`config.mk`:
```
export PLATFORM = sky130hd
export DESIGN_NAME = sarseq_top
export DESIGN_NICKNAME = d
export VERILOG_FILES = /design/src/sarseq_pkg.sv /design/src/sarseq_top.sv
export VERILOG_INCLUDE_DIRS = /design/src
export SDC_FILE = /design/constraint.sdc
export NUM_CORES = 1
export LEC_CHECK = 0
export BUFFER_PORTS_ARGS = -buffer_cell sky130_fd_sc_hd__buf_2
export CAP_MARGIN = 20
export CELL_PAD_IN_SITES_DETAIL_PLACEMENT = 1
export CELL_PAD_IN_SITES_GLOBAL_PLACEMENT = 2
export CORE_MARGIN = 1.5
export CORE_UTILIZATION = 31
export CTS_BUF_LIST = sky130_fd_sc_hd__clkbuf_2
export CTS_CLUSTER_SIZE = 16
export DETAILED_ROUTE_END_ITERATION = 6
export GPL_TIMING_DRIVEN = 0
export PLACE_DENSITY_LB_ADDON = 0.15
export SLEW_MARGIN = 25
export SYNTH_ARGS = -nofsm -noshare
export SYNTH_HDL_FRONTEND = slang
export SYNTH_SLANG_ARGS = --single-unit
```
`constraint.sdc`:
```
create_clock -name aclk -period 3.1 [get_ports aclk]
set_input_delay 0.31 -clock aclk [delete_from_list [all_inputs] [get_ports aclk]]
set_output_delay 0.31 -clock aclk [all_outputs]
set_load 0.02 [all_outputs]
```
`src/sarseq_defs.svh`:
```
// Register offsets, field positions, reset values and timing counts of the converter sequencer.
`ifndef SARSEQ_DEFS_SVH
`define SARSEQ_DEFS_SVH
`define SARSEQ_RESULT_IDX 8'h70
`define SARSEQ_CSR_IDX 8'h71
`define SARSEQ_RESULT_ADDR 12'h1c0
`define SARSEQ_CSR_ADDR 12'h1c4
`define SARSEQ_INT_STATUS_ADDR 12'h1c8
`define SARSEQ_INT_MASK_ADDR 12'h1cc
`define SARSEQ_DONE_BIT 7
`define SARSEQ_ON_BIT 5
`define SARSEQ_SEL_MSB 3
`define SARSEQ_SEL_LSB 0
`define SARSEQ_CSR_WMASK 8'h2f
`define SARSEQ_CSR_RESET 8'h00
`define SARSEQ_RESULT_RESET 8'h00
`define SARSEQ_CONV_CLOCKS 12
`define SARSEQ_APPROX_STEPS 8
`define SARSEQ_SAMPLE_CLOCKS 4
`define SARSEQ_CORE_PER_CONV 2
`endif

```
`src/sarseq_pkg.sv`:
```
// Types shared by the converter sequencer.
package sarseq_pkg;
   typedef enum logic [1:0] {
      SARSEQ_OFF,
      SARSEQ_SAMPLE,
      SARSEQ_APPROX
   } sarseq_phase_t;
   typedef logic [1:0] sarseq_resp_t;
endpackage : sarseq_pkg

```
`src/sarseq_top.sv`:
```
// Sequencer for an 8-bit successive-approximation converter with an AXI4-Lite register slave.
`timescale 1ns/1ns
`include "sarseq_defs.svh"
module sarseq_top #(
   parameter int STEPS = `SARSEQ_APPROX_STEPS,
   parameter int SAMPLE_CLOCKS = `SARSEQ_SAMPLE_CLOCKS
) (
   input wire logic aclk,
   input wire logic aresetn,
   input wire logic [11:0] s_axi_awaddr,
   input wire logic s_axi_awvalid,
   output logic s_axi_awready,
   input wire logic [31:0] s_axi_wdata,
   input wire logic [3:0] s_axi_wstrb,
   input wire logic s_axi_wvalid,
   output logic s_axi_wready,
   output sarseq_pkg::sarseq_resp_t s_axi_bresp,
   output logic s_axi_bvalid,
   input wire logic s_axi_bready,
   input wire logic [11:0] s_axi_araddr,
   input wire logic s_axi_arvalid,
   output logic s_axi_arready,
   output logic [31:0] s_axi_rdata,
   output sarseq_pkg::sarseq_resp_t s_axi_rresp,
   output logic s_axi_rvalid,
   input wire logic s_axi_rready,
   input wire logic halt_mode,
   input wire logic comparator_high,
   output logic converter_power,
   output logic sample_switch,
   output logic [3:0] input_select,
   output logic [STEPS-1:0] trial_code,
   output logic irq
);
   import sarseq_pkg::*;

   typedef struct packed {
      logic aw_held;
      logic [11:0] aw_addr;
      logic w_held;
      logic [31:0] w_data;
      logic [3:0] w_strb;
      logic bvalid;
      sarseq_resp_t bresp;
      logic rvalid;
      sarseq_resp_t rresp;
      logic [31:0] rdata;
      logic converter_on;
      logic [3:0] sel;
      logic done_flag;
      logic [7:0] result;
      sarseq_phase_t phase;
      logic half;
      logic [3:0] clk_count;
      logic [4:0] conv_age;
      logic [STEPS-1:0] trial;
      logic [STEPS-1:0] bit_ptr;
      logic int_status;
      logic int_mask;
   } sarseq_state_t;

   sarseq_state_t s_reg;
   sarseq_state_t s_next;

   logic do_write;
   logic do_read;
   logic csr_write;
   logic result_read;
   logic conv_tick;
   logic conv_finish;
   logic [STEPS-1:0] decided;

   assign s_axi_awready = !s_reg.aw_held && !s_reg.bvalid;
   assign s_axi_wready = !s_reg.w_held && !s_reg.bvalid;
   assign s_axi_arready = !s_reg.rvalid;
   assign do_write = s_reg.aw_held && s_reg.w_held && !s_reg.bvalid;
   assign do_read = s_axi_arvalid && s_axi_arready;
   assign csr_write = do_write && s_reg.aw_addr == `SARSEQ_CSR_ADDR && s_reg.w_strb[0];
   assign result_read = do_read && s_axi_araddr == `SARSEQ_RESULT_ADDR;
   assign conv_tick = s_reg.half;
   // The last approximation step ends on the closing converter clock of the conversion.
   assign conv_finish = conv_tick && s_reg.phase == SARSEQ_APPROX && s_reg.bit_ptr[0];

   // Trial value of the current step keeps the bit under test only if the comparator says the input is higher.
   for (genvar i = 0; i < STEPS; i++) begin : g_bits
      assign decided[i] = s_reg.bit_ptr[i] ? comparator_high : s_reg.trial[i];
   end

   always_comb begin
      s_next = s_reg;
      if (s_axi_awvalid && s_axi_awready) begin
         s_next.aw_held = 1'b1;
         s_next.aw_addr = s_axi_awaddr;
      end
      if (s_axi_wvalid && s_axi_wready) begin
         s_next.w_held = 1'b1;
         s_next.w_data = s_axi_wdata;
         s_next.w_strb = s_axi_wstrb;
      end
      if (s_reg.bvalid && s_axi_bready) begin
         s_next.bvalid = 1'b0;
      end
      if (s_reg.rvalid && s_axi_rready) begin
         s_next.rvalid = 1'b0;
      end

      // Converter sequencing runs on every other core clock.
      s_next.half = !s_reg.half;
      case (s_reg.phase)
         SARSEQ_OFF: begin
            s_next.half = 1'b0;
            s_next.clk_count = 4'h0;
            // A converter left on through halt resumes by itself once halt is released.
            if (s_reg.converter_on && !halt_mode) begin
               s_next.phase = SARSEQ_SAMPLE;
            end
         end
         SARSEQ_SAMPLE: begin
            if (conv_tick) begin
               s_next.clk_count = s_reg.clk_count + 4'h1;
               if (s_reg.clk_count == 4'(SAMPLE_CLOCKS - 1)) begin
                  s_next.phase = SARSEQ_APPROX;
                  s_next.bit_ptr = {1'b1, {(STEPS-1){1'b0}}};
                  s_next.trial = {1'b1, {(STEPS-1){1'b0}}};
               end
            end
         end
         SARSEQ_APPROX: begin
            if (conv_tick) begin
               s_next.clk_count = s_reg.clk_count + 4'h1;
               s_next.trial = decided | (s_reg.bit_ptr >> 1);
               s_next.bit_ptr = s_reg.bit_ptr >> 1;
               if (s_reg.bit_ptr[0]) begin
                  // Saturation follows from the comparator: all ones above the top, zero below the bottom.
                  s_next.result = 8'(decided);
                  s_next.done_flag = 1'b1;
                  s_next.int_status = 1'b1;
                  s_next.phase = SARSEQ_SAMPLE;
                  s_next.clk_count = 4'h0;
               end
            end
         end
         default: begin
            s_next.phase = SARSEQ_OFF;
         end
      endcase

      if (result_read) begin
         s_next.done_flag = 1'b0;
      end

      if (do_write) begin
         s_next.aw_held = 1'b0;
         s_next.w_held = 1'b0;
         s_next.bvalid = 1'b1;
         s_next.bresp = 2'b00;
         case (s_reg.aw_addr)
            `SARSEQ_CSR_ADDR: begin
               if (s_reg.w_strb[0]) begin
                  // Reserved bits are dropped, so they always read as zero.
                  s_next.converter_on = s_reg.w_data[`SARSEQ_ON_BIT];
                  s_next.sel = s_reg.w_data[`SARSEQ_SEL_MSB:`SARSEQ_SEL_LSB];
                  s_next.done_flag = 1'b0;
                  if (s_reg.w_data[`SARSEQ_ON_BIT]) begin
                     s_next.phase = SARSEQ_SAMPLE;
                     s_next.half = 1'b0;
                     s_next.clk_count = 4'h0;
                  end
               end
            end
            `SARSEQ_INT_STATUS_ADDR: begin
               if (s_reg.w_strb[0] && s_reg.w_data[0] && !conv_finish) begin
                  s_next.int_status = 1'b0;
               end
            end
            `SARSEQ_INT_MASK_ADDR: begin
               if (s_reg.w_strb[0]) begin
                  s_next.int_mask = s_reg.w_data[0];
               end
            end
            `SARSEQ_RESULT_ADDR: begin
            end
            default: begin
               s_next.bresp = 2'b10;
            end
         endcase
      end

      // Switching off or halting abandons the conversion without touching result; a CSR write that switches off also clears the flag.
      if (!s_next.converter_on || halt_mode) begin
         s_next.phase = SARSEQ_OFF;
      end
      if (halt_mode && !s_reg.converter_on) begin
         s_next.phase = SARSEQ_OFF;
      end

      // Core cycles since the current conversion opened.
      // It is kept apart from the phase counters so that the length check does not lean on them.
      if (s_next.phase == SARSEQ_SAMPLE && (s_reg.phase != SARSEQ_SAMPLE || conv_finish || csr_write)) begin
         s_next.conv_age = 5'h00;
      end else if (s_reg.conv_age != 5'h1f) begin
         s_next.conv_age = s_reg.conv_age + 5'h01;
      end

      if (do_read) begin
         s_next.rvalid = 1'b1;
         s_next.rresp = 2'b00;
         case (s_axi_araddr)
            `SARSEQ_RESULT_ADDR: s_next.rdata = {24'h000000, s_reg.result};
            `SARSEQ_CSR_ADDR: s_next.rdata = {24'h000000, s_reg.done_flag, 1'b0, s_reg.converter_on, 1'b0, s_reg.sel};
            `SARSEQ_INT_STATUS_ADDR: s_next.rdata = {31'h00000000, s_reg.int_status};
            `SARSEQ_INT_MASK_ADDR: s_next.rdata = {31'h00000000, s_reg.int_mask};
            default: begin
               s_next.rdata = 32'h00000000;
               s_next.rresp = 2'b10;
            end
         endcase
      end
   end

   always_ff @(posedge aclk) begin
      if (!aresetn) begin
         s_reg <= '0;
         s_reg.phase <= SARSEQ_OFF;
         s_reg.result <= `SARSEQ_RESULT_RESET;
      end else begin
         s_reg <= s_next;
      end
   end

   assign s_axi_bvalid = s_reg.bvalid;
   assign s_axi_bresp = s_reg.bresp;
   assign s_axi_rvalid = s_reg.rvalid;
   assign s_axi_rresp = s_reg.rresp;
   assign s_axi_rdata = s_reg.rdata;
   assign converter_power = s_reg.converter_on && !halt_mode;
   assign sample_switch = s_reg.phase == SARSEQ_SAMPLE;
   assign input_select = s_reg.sel;
   assign trial_code = s_reg.trial;
   // This line is the wrapper's own event output; the converter itself raises no request.
   assign irq = s_reg.int_status && s_reg.int_mask;
endmodule : sarseq_top

```
==> summary.md <==
| Metric | Value |
|---|---|
| Gr ovfl total | 0 |
| Initial DRC Count | 57 |
| Post-synthesis async set-or-reset flop share | 0% |
| Hold Slack | 0.0522 ns |
| Post-synth top area cell | dfxtp_1 |
| Sequential element share of the synthesized area | 41.2% |
| GR Util All Layers | 16.0% |
| Clock Sinks | 71 |
| Routed Wire Length | 9.03 mm |
| CTS max path bufs | 2 |
| Synth Area per Inst | 8.75 um^2 |
| CTS Buf Count | 9 |
| Routed WL per cell | 13.7 um |
| Largest net degree at the start of global routing | 14 |
| Top FF cell, synth | dfxtp_1 |
| First-pass GRT wire length | 14.3 mm |
| Die Ht | 108 um |
| CP Launch Type | register |
| Vias/cell | 4.52 |
| Number of max-cap violations | 0 |
| Flops & latches, synth | 71 |
| GPL Wtd Cong | 0.729 |
| Outcome | complete, no violations |
| Clock-pin slew on the worst setup and hold paths | 0.21 ns |
| Number of global-route vias before repair | 2916 |
| Critical Path Slowest Stage Cell | dfxtp_1 |
| Fin crit share | 57.0% |
| Antenna violations before repair | 0 |
| Area Overhead vs Synth | 26.4% |
| Routed via count | 2983 |
| Total Power | 1.72 mW |
| I/O Pins | 125 |
| Crit path max fanout | 10 |
| Num rows | 38 |
| Core area | 10800 um^2 |
| Root Buffer | clkbuf_2 |
| Cells after synthesis | 394 |
| Pwr per Cell Area | 395 nW/um^2 |
| Share of cells above drive strength 1 | 28.8% |
| Slew @ Worst Pin | 0.640 ns |
| Die area | 11800 um^2 |
| H-tree lvl count | 3 |
| Critical Path, Cell by Cell | ha_1 > and4bb_2 > a21boi_4 > buf_2 > nand3_1 > o21ai_0 |
| 1st-pass router iterations | 4 |
| Max reg flops | 46 |
| Routed Antenna Nets | 0 |
| CTS tree | built |
| IO buf count | 65 |
| Final hold viol count | 0 |
| Placement Setup Slack | 1.34 ns |
| Critical Path AT | 2.24 ns |
| Max incr delay on CP | 0.38 ns |
| Nets | 585 |
| Die Wd | 108 um |
| YS warnings | 0 |
| WS Path Type | register to register |
| Worst-Skew Late Latency | 0.54 ns |
| Top cells by count, synth | dfxtp_1 (71), buf_4 (51), nand2_1 (47) |
| Antenna diodes | 0 |
| Top-count cell post-synth | dfxtp_1 |
| Setup crit end kind | register |
| Initial Util | 31.8% |
| Clock Skew | 0.0238 ns |
| Slew HR | 57.3% |
| Hold/Removal Path Class | primary input to register |
| Slew Limit Fails | 0 |
| Final WS setup | 1.33 ns |
| Min Tclk post-route | 1.77 ns |
| Highest achievable clock rate | 566 MHz |
| TNS Setup | 0 ns |
| Worst path required time | 3.57 ns |
| RSZ-0062 raised after global routing | no |
| Leakage power | 1.99 nW |
| Synthesized cell area | 3450 um^2 |
| DR DRC count | 0 |
| Post-synthesis cell type count | 53 |
| Endpoints failing setup | 0 |
| EDFF count, synth | 0 |
| Synth area leaders | dfxtp_1 (41%), buf_4 (11%), mux2i_1 (7.0%) |
| Dpl hpwl | 6.61 mm |
| Share of the synthesized area in the top cell type | 41.2% |
| Max VDD drop | 159 uV |
| Resize count post-CTS | 0 |
-- critical path: cells and delay by family (launching register included) --
family,cells,cell delay (ns)
compound gates,2,0.41
flops,1,0.38
fa+ha+maj,1,0.24
simple gates,2,0.39
buf+inv,1,0.30
-- cell families (layout without fill, tap and decap cells) --
kind of cell / Yosys count / in the layout / synth area share [%]
other: 1 / 26 / 0.109
multiplexers: 24 / 24 / 6.97
buffers and inverters: 76 / 177 / 14.1
AND/OR/NAND/NOR: 137 / 137 / 21.6
AO/OA/AOI/OAI: 84 / 84 / 15.7
flip-flops: 71 / 71 / 41.2
adder cells (fa/ha/maj): 1 / 1 / 0.363
-- final cells by class --
cell class	count	area, um^2
multi-input cells	272	1640
plain buffers	66	448
well taps	140	175
repair buffers	85	526
clock inverters	7	71.3
clock buffers	9	45.0
fillers	1352	6480
flip-flops and latches	71	1420
inverters	10	37.5
-- what timing repair did --
item / 4_1_cts / 5_1_grt
buffers inserted: 0 / 0
hold endpoints to repair: 19 / 0
hold buffers: 20 / 0
-- through the flow --
step           utilization (%)  instance area, um^2  std cells
2_1_floorplan                -                 3540        419
3_3_place_gp              37.3                 4040        624
3_5_place_dp              37.3                 4040        624
4_1_cts                   40.2                 4360        660
5_1_grt                   40.2                 4360        660
6_report                  40.2                 4360        660
-- placed cells by master (no fill, tap or decap), types with 3 or more instances in the layout --
master,count
clkbuf_1,4
nand2b_1,3
buf_4,51
nor3_1,3
dlygate4sd3_1,20
o21a_1,4
nor2_1,36
inv_1,9
buf_2,71
o21ai_0,15
o21bai_1,7
conb_1,26
nand3b_1,8
buf_1,4
clkbuf_2,10
nand3_1,6
nor3b_1,3
and2_1,3
and4bb_2,3
nand2_1,47
dfxtp_1,71
a211oi_1,10
nor2b_1,10
a21oi_1,31
mux2i_1,24
-- report_power, final --
part,switching [mW],internal (mW),total (mW)
combinational,0.119,0.0951,0.214
clock,0.368,0.187,0.555
sequential,0.0162,0.936,0.953
total,0.504,1.22,1.72
-- metal layers --
layer  share of wire, %  wire, um  vias to the layer above  GRT usage, %
met5                  0         0                        -             0
li1                   -         -                     1532             -
met3                4.4       396                       13          2.77
met1                 47      4260                     1365          20.3
met4                2.1       188                        0          7.05
met2                 46      4190                       73          26.4
-- final timing paths --
path,startpoint,end,slack (ns),depth (start not counted)
worst max-delay path,s_reg[23],trial_code[4],1.33,6
worst min-delay path,halt_mode,s_reg[28],0.05,3
worst max register to register,s_reg[23],trial_code[4],1.33,6
worst min register to register,s_reg[125],s_reg[125],0.47,2
No activity file was read; power rests on OpenSTA's default activity.
